<file path="config.mk">
export PLATFORM = sky130hd
export DESIGN_NAME = pair_ident_and_deskew
export DESIGN_NICKNAME = d
export VERILOG_FILES = /design/src/hw/pair_ident_pkg.sv /design/src/hw/pair_ident_and_deskew.sv
export VERILOG_INCLUDE_DIRS = /design/src /design/src/hw
export SDC_FILE = /design/constraint.sdc
export NUM_CORES = 1
export LEC_CHECK = 0
export ABC_AREA = 1
export BUFFER_PORTS_ARGS = -buffer_cell sky130_fd_sc_hd__buf_2
export CORE_UTILIZATION = 50
export DETAILED_ROUTE_END_ITERATION = 7
export PLACE_DENSITY = 0.67
export REMOVE_ABC_BUFFERS = 1
export SYNTH_ARGS = -nofsm -noshare
export SYNTH_HDL_FRONTEND = slang
export SYNTH_HIERARCHICAL = 1
export SYNTH_SLANG_ARGS = --single-unit
export TNS_END_PERCENT = 30
</file>
<file path="constraint.sdc">
create_clock -name clk_sys -period 6.02 [get_ports clk_sys]
set_clock_uncertainty 0.1 [all_clocks]
set_input_delay 0 -clock clk_sys [delete_from_list [all_inputs] [get_ports clk_sys]]
set_output_delay 0 -clock clk_sys [all_outputs]
set_load 0.01 [all_outputs]
</file>
<file path="src/hw/pair_ident_regs.svh">
// Purpose: Constants for pair identification and deskew
// Assumes: 200 MHz system clock
// Notes: Counts derived from times in their own units
`ifndef PAIR_IDENT_REGS_SVH
`define PAIR_IDENT_REGS_SVH

// ****************************************
// Sizes
// ****************************************
`define PI_NUM_PAIRS 3
`define PI_TAG_W 3
`define PI_DATA_W 8
`define PI_FIFO_DEPTH 16
`define PI_CNT_W 3

// ****************************************
// Timing
// ****************************************
`define PI_CONSEC_FRAMES 3'h6
`define PI_MIN_FRAMES 12
`define PI_MIN_DELAY_MS 72
`define PI_CLK_MHZ 200
`define PI_SKEW_MAX_US 60
`define PI_SKEW_MAX_CYC (`PI_SKEW_MAX_US * `PI_CLK_MHZ)
`define PI_SKEW_CNT_W 14

// ****************************************
// Tag patterns
// ****************************************
`define PI_TAG_NONE 3'h0
`define PI_TAG_P1 3'h1
`define PI_TAG_P2 3'h2
`define PI_TAG_P3 3'h4
`define PI_TAG_ONES 3'h7
`define PI_MASK_TWO 3'h3
`define PI_MASK_THREE 3'h7

`endif

</file>
<file path="src/hw/pair_ident_pkg.sv">
// Purpose: Types and decode functions for pair identification
// Assumes: Constants header present
// Notes: None
`include "pair_ident_regs.svh"
package pair_ident_pkg;
    typedef enum logic [1:0] {
        ID_IDLE = 2'b00,
        ID_HUNT = 2'b01,
        ID_DONE = 2'b10
    } ident_state_t;

    typedef enum logic [1:0] {
        ROLE_LINE = 2'b00,
        ROLE_NET = 2'b01,
        ROLE_REGEN = 2'b10
    } unit_role_t;

    function automatic logic [2:0] tag_of_num(input logic [1:0] num);
        case (num)
            2'h1: tag_of_num = `PI_TAG_P1;
            2'h2: tag_of_num = `PI_TAG_P2;
            2'h3: tag_of_num = `PI_TAG_P3;
            default: tag_of_num = `PI_TAG_NONE;
        endcase
    endfunction

    function automatic logic [1:0] num_of_tag(input logic [2:0] tag);
        case (tag)
            `PI_TAG_P1: num_of_tag = 2'h1;
            `PI_TAG_P2: num_of_tag = 2'h2;
            `PI_TAG_P3: num_of_tag = 2'h3;
            default: num_of_tag = 2'h0;
        endcase
    endfunction

    function automatic logic tag_valid(input logic [2:0] tag, input logic three);
        tag_valid = (tag == `PI_TAG_P1) || (tag == `PI_TAG_P2) || (three && (tag == `PI_TAG_P3));
    endfunction
endpackage

</file>
<file path="src/hw/pair_ident_and_deskew.sv">
// Purpose: Pair identification handshake and delay difference buffer
// Assumes: Frame strobes and data come from same-clock logic
// Notes: Pair activity levels come from pins and are synchronised
`timescale 1ns/10ps
`include "pair_ident_regs.svh"

// ****************************************
// Delay difference buffer
// ****************************************
module pair_fifo #(
    parameter int WIDTH = `PI_DATA_W,
    parameter int DEPTH = `PI_FIFO_DEPTH
) (
    input wire logic clk_sys,
    input wire logic rst_n,
    input wire logic clk_en,
    input wire logic in_valid,
    output logic in_ready,
    input wire logic [WIDTH-1:0] in_data,
    output logic out_valid,
    input wire logic out_ready,
    output logic [WIDTH-1:0] out_data
);
    localparam int AW = $clog2(DEPTH);
    logic [WIDTH-1:0] mem [DEPTH];
    logic [AW-1:0] wr_ptr_reg;
    logic [AW-1:0] rd_ptr_reg;
    logic [AW:0] fill_reg;
    logic push;
    logic pop;

    assign in_ready = (fill_reg != DEPTH[AW:0]);
    assign out_valid = (fill_reg != '0);
    assign push = clk_en && in_valid && in_ready;
    assign pop = clk_en && out_valid && out_ready;
    assign out_data = mem[rd_ptr_reg];

    always_ff @(posedge clk_sys) begin
        if (push) begin
            mem[wr_ptr_reg] <= in_data;
        end
    end

    always_ff @(posedge clk_sys or negedge rst_n) begin
        if (!rst_n) begin
            wr_ptr_reg <= '0;
            rd_ptr_reg <= '0;
            fill_reg <= '0;
        end else begin
            if (push) begin
                wr_ptr_reg <= wr_ptr_reg + 1'b1;
            end
            if (pop) begin
                rd_ptr_reg <= rd_ptr_reg + 1'b1;
            end
            if (push && !pop) begin
                fill_reg <= fill_reg + 1'b1;
            end else if (pop && !push) begin
                fill_reg <= fill_reg - 1'b1;
            end
        end
    end
endmodule

// ****************************************
// Top
// ****************************************
module pair_ident_and_deskew
    import pair_ident_pkg::*;
#(
    parameter int SKEW_MAX_CYC = `PI_SKEW_MAX_CYC
) (
    input wire logic clk_sys,
    input wire logic rst_n,
    input wire logic clk_en,
    input wire logic [1:0] unit_role,
    input wire logic three_pair_mode,
    input wire logic [1:0] assigned_num_0,
    input wire logic [1:0] assigned_num_1,
    input wire logic [1:0] assigned_num_2,
    input wire logic [2:0] pair_active_pin,
    input wire logic [2:0] rx_frame_strobe,
    input wire logic [2:0] rx_pair_tag_bit_first,
    input wire logic [2:0] rx_pair_tag_bit_second,
    input wire logic [2:0] rx_pair_tag_bit_third,
    output logic [2:0] tx_pair_tag_bit_first,
    output logic [2:0] tx_pair_tag_bit_second,
    output logic [2:0] tx_pair_tag_bit_third,
    input wire logic [2:0] rx_data_valid,
    output logic [2:0] rx_data_ready,
    input wire logic [7:0] rx_data_0,
    input wire logic [7:0] rx_data_1,
    input wire logic [7:0] rx_data_2,
    output logic core_valid,
    input wire logic core_ready,
    output logic [23:0] core_data,
    output logic [2:0] pair_done,
    output logic transparent,
    output logic skew_overflow
);
    logic [2:0] act_s1;
    logic [2:0] act_s2;
    logic [2:0] act_s3;
    logic [2:0] act_reg;
    logic [2:0] installed;
    logic [2:0] tag_mask;
    logic [2:0] rx_tag [3];
    logic [1:0] assigned [3];
    logic [7:0] rx_data [3];
    logic [7:0] fifo_data [3];
    logic [2:0] fifo_valid;
    logic [2:0] succ;
    ident_state_t state_reg [3];
    logic [2:0] cand_reg [3];
    logic [2:0] cnt_reg [3];
    logic [1:0] num_reg [3];
    logic [2:0] tx_tag_reg [3];
    logic all_done;
    logic drain;
    logic [`PI_SKEW_CNT_W-1:0] skew_cnt_reg;

    assign installed = three_pair_mode ? 3'h7 : 3'h3;
    assign tag_mask = three_pair_mode ? `PI_MASK_THREE : `PI_MASK_TWO;
    assign assigned[0] = assigned_num_0;
    assign assigned[1] = assigned_num_1;
    assign assigned[2] = assigned_num_2;
    assign rx_data[0] = rx_data_0;
    assign rx_data[1] = rx_data_1;
    assign rx_data[2] = rx_data_2;

    // ****************************************
    // Activity synchroniser
    // ****************************************
    always_ff @(posedge clk_sys or negedge rst_n) begin
        if (!rst_n) begin
            act_s1 <= 3'h0;
            act_s2 <= 3'h0;
            act_s3 <= 3'h0;
            act_reg <= 3'h0;
        end else if (clk_en) begin
            act_s1 <= pair_active_pin;
            act_s2 <= act_s1;
            act_s3 <= act_s2;
            act_reg <= (act_s2 & act_s3) | (act_reg & (act_s2 | act_s3));
        end
    end

    // ****************************************
    // Evaluation success and uniqueness
    // ****************************************
    always_comb begin
        logic claimed;
        claimed = 1'b0;
        succ = 3'h0;
        for (int i = 0; i < 3; i++) begin
            claimed = 1'b0;
            for (int j = 0; j < 3; j++) begin
                if (j != i && state_reg[j] == ID_DONE && cand_reg[j] == rx_tag[i]) begin
                    claimed = 1'b1;
                end
                if (j < i && succ[j] && cand_reg[j] == rx_tag[i]) begin
                    claimed = 1'b1;
                end
            end
            if (unit_role == ROLE_NET && state_reg[i] == ID_HUNT && rx_frame_strobe[i]
                && tag_valid(rx_tag[i], three_pair_mode) && rx_tag[i] == cand_reg[i]
                && cnt_reg[i] == `PI_CONSEC_FRAMES - 3'h1 && !claimed) begin
                succ[i] = 1'b1;
            end
        end
    end

    // ****************************************
    // Per-pair identification
    // ****************************************
    for (genvar g = 0; g < 3; g++) begin : g_pair
        assign rx_tag[g] = {rx_pair_tag_bit_third[g], rx_pair_tag_bit_second[g], rx_pair_tag_bit_first[g]} & tag_mask;
        assign tx_pair_tag_bit_first[g] = tx_tag_reg[g][0];
        assign tx_pair_tag_bit_second[g] = tx_tag_reg[g][1];
        assign tx_pair_tag_bit_third[g] = tx_tag_reg[g][2];
        assign pair_done[g] = (state_reg[g] == ID_DONE);

        // One state, counter and pattern per pair
        always_ff @(posedge clk_sys or negedge rst_n) begin
            if (!rst_n) begin
                state_reg[g] <= ID_IDLE;
                cand_reg[g] <= `PI_TAG_NONE;
                cnt_reg[g] <= 3'h0;
                num_reg[g] <= 2'h0;
            end else if (clk_en) begin
                if (!act_reg[g] || !installed[g] || unit_role == ROLE_REGEN) begin
                    state_reg[g] <= ID_IDLE;
                    cnt_reg[g] <= 3'h0;
                    cand_reg[g] <= `PI_TAG_NONE;
                end else begin
                    case (state_reg[g])
                        ID_IDLE: begin
                            state_reg[g] <= ID_HUNT;
                            cnt_reg[g] <= 3'h0;
                            if (unit_role == ROLE_LINE) begin
                                num_reg[g] <= assigned[g];
                                cand_reg[g] <= tag_of_num(assigned[g]);
                            end
                        end
                        ID_HUNT: begin
                            if (rx_frame_strobe[g]) begin
                                if (unit_role == ROLE_LINE) begin
                                    if (rx_tag[g] == cand_reg[g]) begin
                                        if (cnt_reg[g] == `PI_CONSEC_FRAMES - 3'h1) begin
                                            state_reg[g] <= ID_DONE;
                                        end
                                        cnt_reg[g] <= cnt_reg[g] + 3'h1;
                                    end else begin
                                        cnt_reg[g] <= 3'h0;
                                    end
                                end else if (!tag_valid(rx_tag[g], three_pair_mode)) begin
                                    cnt_reg[g] <= 3'h0;
                                end else if (rx_tag[g] != cand_reg[g] || cnt_reg[g] == 3'h0) begin
                                    cand_reg[g] <= rx_tag[g];
                                    cnt_reg[g] <= 3'h1;
                                end else if (succ[g]) begin
                                    state_reg[g] <= ID_DONE;
                                    num_reg[g] <= num_of_tag(rx_tag[g]);
                                    cnt_reg[g] <= `PI_CONSEC_FRAMES;
                                end else if (cnt_reg[g] != `PI_CONSEC_FRAMES - 3'h1) begin
                                    cnt_reg[g] <= cnt_reg[g] + 3'h1;
                                end
                            end
                        end
                        ID_DONE: begin
                            state_reg[g] <= ID_DONE;
                        end
                        default: begin
                            state_reg[g] <= ID_IDLE;
                        end
                    endcase
                end
            end
        end

        // Outgoing tag bits
        always_ff @(posedge clk_sys or negedge rst_n) begin
            if (!rst_n) begin
                tx_tag_reg[g] <= `PI_TAG_NONE;
            end else if (clk_en) begin
                if (unit_role == ROLE_REGEN) begin
                    tx_tag_reg[g] <= rx_tag[g];
                end else if (unit_role == ROLE_LINE) begin
                    tx_tag_reg[g] <= (state_reg[g] != ID_IDLE) ? cand_reg[g] : `PI_TAG_NONE;
                end else if (state_reg[g] == ID_DONE) begin
                    tx_tag_reg[g] <= cand_reg[g];
                end else begin
                    tx_tag_reg[g] <= `PI_TAG_ONES & tag_mask;
                end
            end
        end

        pair_fifo #(
            .WIDTH(`PI_DATA_W),
            .DEPTH(`PI_FIFO_DEPTH)
        ) u_fifo (
            .clk_sys(clk_sys),
            .rst_n(rst_n),
            .clk_en(clk_en),
            .in_valid(rx_data_valid[g]),
            .in_ready(rx_data_ready[g]),
            .in_data(rx_data[g]),
            .out_valid(fifo_valid[g]),
            .out_ready(drain || !transparent),
            .out_data(fifo_data[g])
        );

        a_no_exam_idle: assert property (@(posedge clk_sys) disable iff (!rst_n)
            !act_reg[g] && clk_en |=> state_reg[g] == ID_IDLE && cnt_reg[g] == 3'h0)
            else $error("pair examined while inactive");
        a_net_ones_hunt: assert property (@(posedge clk_sys) disable iff (!rst_n)
            unit_role == ROLE_NET && state_reg[g] != ID_DONE && clk_en |=> tx_tag_reg[g] == tag_mask)
            else $error("network tags not all ones before identification");
        a_net_hold_done: assert property (@(posedge clk_sys) disable iff (!rst_n)
            unit_role == ROLE_NET && pair_done[g] && $past(pair_done[g]) && $past(pair_done[g], 2)
            |-> $stable(tx_tag_reg[g]))
            else $error("reflected tag changed during activation");
        a_line_tx_own: assert property (@(posedge clk_sys) disable iff (!rst_n)
            unit_role == ROLE_LINE && state_reg[g] == ID_HUNT && clk_en
            |=> tx_tag_reg[g] == tag_of_num(num_reg[g]))
            else $error("line side tag not one-hot of its number");
        a_done_after_six: assert property (@(posedge clk_sys) disable iff (!rst_n)
            $rose(pair_done[g]) && unit_role != ROLE_REGEN
            |-> $past(cnt_reg[g]) == `PI_CONSEC_FRAMES - 3'h1 && $past(rx_frame_strobe[g])
            && $past(rx_tag[g]) == cand_reg[g])
            else $error("pair done without six matching frames");
        a_count_restart: assert property (@(posedge clk_sys) disable iff (!rst_n)
            unit_role == ROLE_NET && state_reg[g] == ID_HUNT && act_reg[g] && installed[g] && clk_en
            && rx_frame_strobe[g] && !tag_valid(rx_tag[g], three_pair_mode) |=> cnt_reg[g] == 3'h0)
            else $error("counter kept on invalid pattern");
        a_regen_forward: assert property (@(posedge clk_sys) disable iff (!rst_n)
            unit_role == ROLE_REGEN && clk_en |=> tx_tag_reg[g] == $past(rx_tag[g]))
            else $error("regenerator altered tag bits");
        a_net_learn_num: assert property (@(posedge clk_sys) disable iff (!rst_n)
            unit_role == ROLE_NET && $rose(pair_done[g]) |-> tag_of_num(num_reg[g]) == cand_reg[g])
            else $error("learned number does not match pattern");
    end

    a_unique_patterns: assert property (@(posedge clk_sys) disable iff (!rst_n)
        unit_role == ROLE_NET && pair_done[0] && pair_done[1] |-> cand_reg[0] != cand_reg[1])
        else $error("same pattern accepted on two pairs");

    // ****************************************
    // Transparency and core frame mapping
    // ****************************************
    assign all_done = ((pair_done & installed) == installed) && unit_role != ROLE_REGEN;
    assign drain = transparent && ((fifo_valid & installed) == installed) && (!core_valid || core_ready);

    always_ff @(posedge clk_sys or negedge rst_n) begin
        if (!rst_n) begin
            transparent <= 1'b0;
        end else if (clk_en) begin
            transparent <= all_done;
        end
    end

    always_ff @(posedge clk_sys or negedge rst_n) begin
        if (!rst_n) begin
            core_valid <= 1'b0;
            core_data <= 24'h0;
        end else if (clk_en) begin
            if (drain) begin
                core_valid <= 1'b1;
                for (int i = 0; i < 3; i++) begin
                    for (int k = 0; k < 3; k++) begin
                        if (installed[i] && num_reg[i] == 2'(k + 1)) begin
                            core_data[k*8 +: 8] <= fifo_data[i];
                        end
                    end
                end
            end else if (core_ready) begin
                core_valid <= 1'b0;
            end
        end
    end

    a_transp_all_done: assert property (@(posedge clk_sys) disable iff (!rst_n)
        transparent |-> $past((pair_done & installed) == installed))
        else $error("transparent before all pairs identified");
    a_transp_min_frames: assert property (@(posedge clk_sys) disable iff (!rst_n)
        $rose(transparent) |-> $past(cnt_reg[0]) == `PI_CONSEC_FRAMES)
        else $error("transparent before enough frames");

    // ****************************************
    // Delay difference supervision
    // ****************************************
    always_ff @(posedge clk_sys or negedge rst_n) begin
        if (!rst_n) begin
            skew_cnt_reg <= '0;
            skew_overflow <= 1'b0;
        end else if (clk_en) begin
            if (!transparent) begin
                skew_cnt_reg <= '0;
                skew_overflow <= 1'b0;
            end else if ((fifo_valid & installed) != 3'h0 && (fifo_valid & installed) != installed) begin
                if (skew_cnt_reg >= SKEW_MAX_CYC[`PI_SKEW_CNT_W-1:0]) begin
                    skew_overflow <= 1'b1;
                end else begin
                    skew_cnt_reg <= skew_cnt_reg + 1'b1;
                end
            end else begin
                skew_cnt_reg <= '0;
            end
        end
    end

    c_net_ident: cover property (@(posedge clk_sys) unit_role == ROLE_NET && $rose(transparent));
    c_line_ident: cover property (@(posedge clk_sys) unit_role == ROLE_LINE && $rose(transparent));
    c_core_word: cover property (@(posedge clk_sys) core_valid && core_ready);
    c_skew_over: cover property (@(posedge clk_sys) $rose(skew_overflow));
endmodule

</file>
**Yosys cells after proc, flatten, opt, wreduce, memory -nomap -nowiden**

Memory sizes are Yosys's and may differ from the RTL's.
Cells that the tools add are included.

- Memories kept: 3
- Flip-flop bits (word level): 131
- Bits of input ports: 55
- Logic and storage cells: 477
- RAM bits: 384

- Add/sub/neg operators: 16
- Bitwise logic cells: 12
- Equal/unequal tests: 114
- Magnitude comparators: 1
- Multiplexer cells: 156
- Reduce and logical (&&, ||, !) cells: 140

Memory list:

| name | words | width | read ports | clocked after Yosys merged registers in | write ports | line | RTL |
|---|---|---|---|---|---|---|---|
| g_pair[0].u_fifo.mem | 16 | 8 | 1 | 0 | 1 | pair_ident_and_deskew.sv:25 | `logic [WIDTH-1:0] mem [DEPTH];` |
| g_pair[1].u_fifo.mem | 16 | 8 | 1 | 0 | 1 | pair_ident_and_deskew.sv:25 |  |
| g_pair[2].u_fifo.mem | 16 | 8 | 1 | 0 | 1 | pair_ident_and_deskew.sv:25 |  |

Operator list:

| operator | count |
|---|---|
| two-way mux 3 bit | 55 |
| two-way mux 2 bit | 42 |
| two-way mux 8 bit | 9 |
| logical AND 1 bit | 61 |
| two-way mux 14 bit | 3 |
| AND reduction 7 bit | 6 |
| one-hot mux 2 bit (3 select lines) | 6 |
| one-hot mux 3 bit (2 select lines) | 6 |
| == test 3 bit | 11 |
| == test 2 bit (second input constant) | 16 |
| inequality test 2 bit (second input constant) | 16 |
| two-way mux 5 bit | 6 |
| one-hot mux 3 bit (3 select lines) | 3 |
| AND reduction 9 bit | 3 |
| adder 4 x 1 -> 4 bit (second input constant) | 6 |
| inequality test 3 bit (second input constant) | 8 |
| two-way mux 1 bit | 23 |
| AND 3 bit | 7 |
| nonzero test 3 bit | 7 |
| == test 2 x 1 -> 1 bit (second input constant) | 10 |
| inequality test 4 x 2 -> 1 bit (second input constant) | 5 |
| nonzero test 2 bit | 10 |
| == test 3 bit (second input constant) | 6 |
| inequality test 3 x 1 -> 1 bit (second input constant) | 6 |
| 27 further kinds | 108 |

**Logic depth before layout (Yosys ltp)**

- Word-level depth: 28
- Depth in mapped cells: 20
- Depth with buffers taken out: 20

**By module**

The synthesis kept the hierarchy.

By module, submodules not included:

| module | cells each | area each (um2) | seq. area each (um2) | times used |
|---|---|---|---|---|
| pair_fifo | 638 | 6367.4 | 4169.0 | 3 |
| pair_ident_and_deskew | 850 | 6140.9 | 2302.2 | 1 |

**Worst setup path after synthesis**

No wires, ideal clock.

- Path kind: reg-to-reg
- From: reg g_pair[2].u_fifo.fill_reg[1]
- To: reg g_pair[2].u_fifo.fill_reg[4]
- Stages on the path, launching flop included: 16
- Arrival: 2.337 ns
- Buffers on the path: 0
- Slack: 3.466 ns
- Clock period less this slack: 2.554 ns
- Cell sequence: dfrtp_1 nor2_1 nand4_1 o211ai_1 inv_1 nand2_1 nand2_1 nand3_1 ha_1 inv_1 ha_1 or2_2 nand3_1 nand2_1 nand2_1 nand2_1

- Cells in the longest elaborated chain, start to end: 10
- Elaborated cells on any way between the ends: 19
- Those cells by class: 2 x add/sub; 2 x eq/ne; 2 x mux; 1 x bitwise; 12 x reduce/logical

Ends and longest elaborated chain:

| item | line | RTL |
|---|---|---|
| from (decl) | pair_ident_and_deskew.sv:28 | `logic [AW:0] fill_reg;` |
| from (signal assigned) | pair_ident_and_deskew.sv:57 | `fill_reg <= fill_reg + 1'b1;` |
| from (signal assigned) | pair_ident_and_deskew.sv:59 | `fill_reg <= fill_reg - 1'b1;` |
| nonzero test 5 bit (*) | pair_ident_and_deskew.sv:33 | `assign out_valid = (fill_reg != '0);` |
| named net fifo_valid[2] | pair_ident_and_deskew.sv:111 | `logic [2:0] fifo_valid;` |
| AND 3 bit | pair_ident_and_deskew.sv:312 | `assign drain = transparent && ((fifo_valid & installed) == installed) && (!core_valid \|\| core_ready);` |
| == test 3 bit | pair_ident_and_deskew.sv:312 |  |
| logical AND 1 bit (2 in series) | pair_ident_and_deskew.sv:312 |  |
| logical OR 1 bit | pair_ident_and_deskew.sv:269 | `.out_ready(drain \|\| !transparent),` |
| logical AND 1 bit (*) | pair_ident_and_deskew.sv:35 | `assign pop = clk_en && out_valid && out_ready;` |
| logical NOT 1 bit | pair_ident_and_deskew.sv:56 | `if (push && !pop) begin` |
| logical AND 1 bit | pair_ident_and_deskew.sv:56 |  |
| two-way mux 5 bit or nonzero test 2 bit (tied branches) | -- |  |

Mark *: on every way through the listed nets, which the timed path passes. The rest lies on a longest branch. The select of a mux whose other input is x is not followed.
A chain may end at the register's enable or synchronous reset.

**Worst setup path in the final report**

- From: in three_pair_mode
- To: reg num_reg[1] in the netlist's numbering

- Cells in the longest elaborated chain, start to end: 23
- Elaborated cells on any way between the ends: 84
- Those cells by class: 22 x eq/ne; 20 x mux; 4 x bitwise; 38 x reduce/logical

Ends and longest elaborated chain:

| item | line | RTL |
|---|---|---|
| from (decl) | pair_ident_and_deskew.sv:77 | `input wire logic three_pair_mode,` |
| two-way mux 3 bit | pair_ident_and_deskew.sv:122 | `assign installed = three_pair_mode ? 3'h7 : 3'h3;` |
| AND 3 bit | pair_ident_and_deskew.sv:177 | `assign rx_tag[g] = {rx_pair_tag_bit_third[g], rx_pair_tag_bit_second[g], rx_pair_tag_bit_first[g]} & tag_mask;` |
| == test 3 x 1 -> 1 bit, or another cell as far along | -- |  |
| logical OR 1 bit or logical AND 1 bit (tied branches) | pair_ident_pkg.sv:37 | `` tag_valid = (tag == `PI_TAG_P1) \|\| (tag == `PI_TAG_P2) \|\| (three && (tag == `PI_TAG_P3)); `` |
| logical OR 1 bit | pair_ident_pkg.sv:37 |  |
| logical AND 1 bit (2 in series) | pair_ident_and_deskew.sv:166 | `&& tag_valid(rx_tag[i], three_pair_mode) && rx_tag[i] == cand_reg[i]` |
| logical AND 1 bit (2 in series) | pair_ident_and_deskew.sv:165 | `if (unit_role == ROLE_NET && state_reg[i] == ID_HUNT && rx_frame_strobe[i]` |
| two-way mux 1 bit | pair_ident_and_deskew.sv:165 |  |
| [5 not listed] | -- |  |
| two-way mux 1 bit | pair_ident_and_deskew.sv:165 |  |
| logical AND 1 bit | pair_ident_and_deskew.sv:161 | `if (j < i && succ[j] && cand_reg[j] == rx_tag[i]) begin` |
| two-way mux 1 bit | pair_ident_and_deskew.sv:161 |  |
| logical NOT 1 bit | pair_ident_and_deskew.sv:167 | `` && cnt_reg[i] == `PI_CONSEC_FRAMES - 3'h1 && !claimed) begin `` |
| logical AND 1 bit | pair_ident_and_deskew.sv:165 |  |
| two-way mux 1 bit | pair_ident_and_deskew.sv:165 |  |
| inequality test 2 bit (no line) | -- |  |
| AND reduction 9 bit (no line) | -- |  |
| to (signal, indexed assignment) | pair_ident_and_deskew.sv:201 | `num_reg[g] <= assigned[g];` |
| to (signal, indexed assignment) | pair_ident_and_deskew.sv:223 | `num_reg[g] <= num_of_tag(rx_tag[g]);` |
| to (decl) | pair_ident_and_deskew.sv:116 | `logic [1:0] num_reg [3];` |

Several ways; a longest one is shown, not always the timed one. The select of a mux whose other input is x is not followed.

==> results.md <==
* Outcome: completed
* Min-delay worst type: primary input to register
* I/O pin count at 97
* WP data required at between 6000 and 7000 ps
* Final worst path period share at 53.0%
* First-pass GRT wire length at a little under 100000 um
* WHS Endpoint: g_pair[0].u_fifo/wr_ptr_reg[3]
* Top cells by area, synth: edfxtp_1 46%, dfrtp_1 13%, nand2_1 12%
* Initial antenna violation count at 1
* HPWL after DPL at roughly 39000 um
* Die ar. at slightly above 50000 sq um
* Worst R2R Setup Slack at 2870 ps
* Starting Density at 51.1%
* Reg-to-Reg Start: g_pair[1].u_fifo/rd_ptr_reg[0]
* CP bufs+invs at 5
* Total Power at 0.0115 W
* Power per cell area at between 300 and 400 nW/um^2
* Syn. warnings at 6
* GPL Wtd Cong at 0.917
* Fmax at 0.314 GHz
* Post-synth EDFFs at ~380
* Synth Instances at around 2800
* Setup Buffers After CTS at 0
* Root buf cell: clkbuf_16
* WL/cell at roughly 17 um
* Arrival @ worst endpoint at around 3600 ps
* Final WL at 61600 um
* CP peak stage delay at 640 ps
* Post-synthesis sequential area ratio at 58.7%
* Core Util, Final at 58.5%
* Ys flop type: edfxtp_1
* Clock buffer depth at 3
* Worst-margin pin slew at 1330 ps
* Slew Limit Fails at 0
* #FFs+latches synth at 515
* Core area at approximately 49000 sq um
* CTS tree: built
* Switching share of power at 37.1%
* Crit path top cell by count: nand2_1
* NetSw at about 0.0043 W
* Worst r2r dst: core_data[18]
* Mapped cell area at around 25000 sq um
* Max reg flops at 384
* CP Class: primary input to register
* HP Start: rx_data_valid[0]
* Nets at 3038
* Internal power at 0.00724 W
* Total CTS buffers at 54
* Clock slew at reported path FFs at 60 ps
* Post-CTS Resized at 0
* H-tree depth at 2
* Max Cap Viol at 0
* Syn Area/Cell at just over 9 sq um
* Worst skew pair latency at 600 ps
* Clk pwr share at 28.2%
* Placed Instance Area at 26400 sq um
* Vias at 19123
* DR pass1 iterations at 6
* Residual DRC at 0
* ANT nets after route at 0
* DIE HEIGHT at roughly 230 um
* RSZ-0062 raised after global routing: no
* LEAKAGE at 12.9 nW
* Worst-path maximum fanout at 9
* Die width at about 230 um
* Share of cells above drive strength 1 at 9.43%
* CP max-delay cell: dlygate4sd3_1
* DR iter-0 viols at 1663
* Commonest non-fill, non-tap cells in the layout: 793 x nand2_1, 439 x inv_1, 384 x edfxtp_1, 355 x nand3_1, 128 x dfrtp_1
* GRT Overall Usage at 24.5%
* Final-report setup violation count at 0
* Post-layout min period at ~3200 ps
* Seq pwr share at 38.2%
* Num rows at 81
* Startpoint types: primary input
* Count of different cell masters after synthesis at 48
* CP cell instances: dlygate4sd3_1 > buf_2 > nand2_4 > dlygate4sd3_1 > inv_2 > nand3_2 > nand3_2 > nand2_1 > nor2_1 > nand2_1 > nor2_2 > nand2_4 > nand2_2 > nand2_2 > nand2_2 > nand2_1 > nand2_1 > nand2_1 > o21ai_1 > dlygate4sd3_1
* Yosys top cell area share at a little under half
* Multi-input logic area at 8210 sq um
* Hold-fix buffers, CTS at 70
* Grt ovf at 0
* FF/Latch Area at 14800 sq um
* Yosys top cell by area: edfxtp_1
* Largest net degree at the start of global routing at 83
* Sum Neg Setup Slack at 0 ps
* Async SR Flop Fraction at between 20% and 30%
* VDD IR-drop max at ~0.00027 V
* Worst Reg2Reg Path Length in Cells at 10
* Slew margin rel. at 10.5%
* Hold Crit Depth at 4
* # port buffers at 96
* Final Cell Area at ~29000 sq um
* Vias in the first global route at 18150
* Final Hold Viols at 0
* CTS Sinks at 515
* Worst Setup End Kind: register
* Fill cells at 4218
* ANT cells at 0
* Most common cell after layout, fill and taps aside: nand2_1
* Critical path's top delay family: buffers and inverters
* Vias per inst at around 5.3
* Comb pwr share at 33.6%
* Area grow syn2layout at 14.3%
-- cell usage after synthesis, drive strengths merged, types with 5 or more instances --
| master | n |
|---|---|
| inv | 455 |
| xnor2 | 15 |
| nand3 | 358 |
| clkinv | 5 |
| nor2 | 124 |
| a31oi | 27 |
| buf | 73 |
| xor2 | 18 |
| ha | 49 |
| nand2 | 809 |
| edfxtp | 384 |
| dfrtp | 131 |
| o211ai | 6 |
| nor3 | 68 |
| nand4 | 13 |
| o22ai | 16 |
| clkbuf | 30 |
| a211oi | 5 |
| a211o | 25 |
| a21oi | 40 |
| o21ai | 94 |
-- power groups by stage --
stage / Sequential (W) / Clock [W] / Combinational (W)
6_report: 0.00440 / 0.00325 / 0.00387
5_1_grt: 0.00444 / 0.00344 / 0.00434
4_1_cts: 0.00440 / 0.00331 / 0.00386
3_5_place_dp: 0.00447 / 0 / 0.00379
3_3_place_gp: 0.00446 / 0 / 0.00371
2_1_floorplan: 0.00459 / 0 / 0.00239
-- cells by family (layout without fill, tap and decap cells) --
kind of cell    count (synthesis)  count (layout)  synth area share, %
compound gates                221             221                 5.19
xor+xnor                       33              33                 1.17
fa+ha+maj                      52              52                 2.67
buf+inv                       563             769                 8.92
flops                         515             515                 58.7
simple gates                 1380            1380                 23.4
-- layout make-up --
type | instances | area share, %
sequential | 515 | 51.3
multi-input combinational | 1686 | 28.4
inverter | 460 | 5.98
timing repair buffer | 214 | 5.43
clock buffer | 65 | 4.97
tap | 664 | 2.88
clock inverter | 30 | 0.958
-- metrics by stage --
step,cells,setup WS (ps),hold WS [ps]
after floorplan,2661,2890,-396
after global placement,3469,2980,12.8
after detailed placement,3469,2890,9.60
after CTS,3634,2880,127
after global routing,3634,2610,221
final,3634,2830,163
-- worst reg2reg max path, stage by stage, from the launching register on --
cell and delay, ps:
dfrtp_2 340, buf_4 550, inv_2 730, nand2_1 240, nand3_1 90, nand3_1 130, nand3_1 140, nand2_1 210
nor2_1 80, a211o_1 300, a31oi_1 170
-- routing by layer --
layer | vias to the layer above | global-route usage [%] | share of wire [%]
met1 | 9086 | 32.8 | 43
li1 | 9353 | - | -
met2 | 577 | 40.3 | 48
met4 | 2 | 6.89 | 2.6
met3 | 105 | 4.76 | 6.2
met5 | - | 0 | 0.015
-- worst max path at each step --
stage	start	end	cells past startpoint
detailed placement	g_pair[1].u_fifo/rd_ptr_reg[0]	core_data[18]	11
global route	three_pair_mode	num_reg[1]	20
CTS	g_pair[1].u_fifo/rd_ptr_reg[0]	core_data[18]	11
floorplan	g_pair[1].u_fifo/rd_ptr_reg[0]	core_data[14]	9
global placement	g_pair[1].u_fifo/rd_ptr_reg[0]	core_data[18]	10
finish	three_pair_mode	num_reg[1]	20
Note: power is estimated with default switching activity, not from simulation.
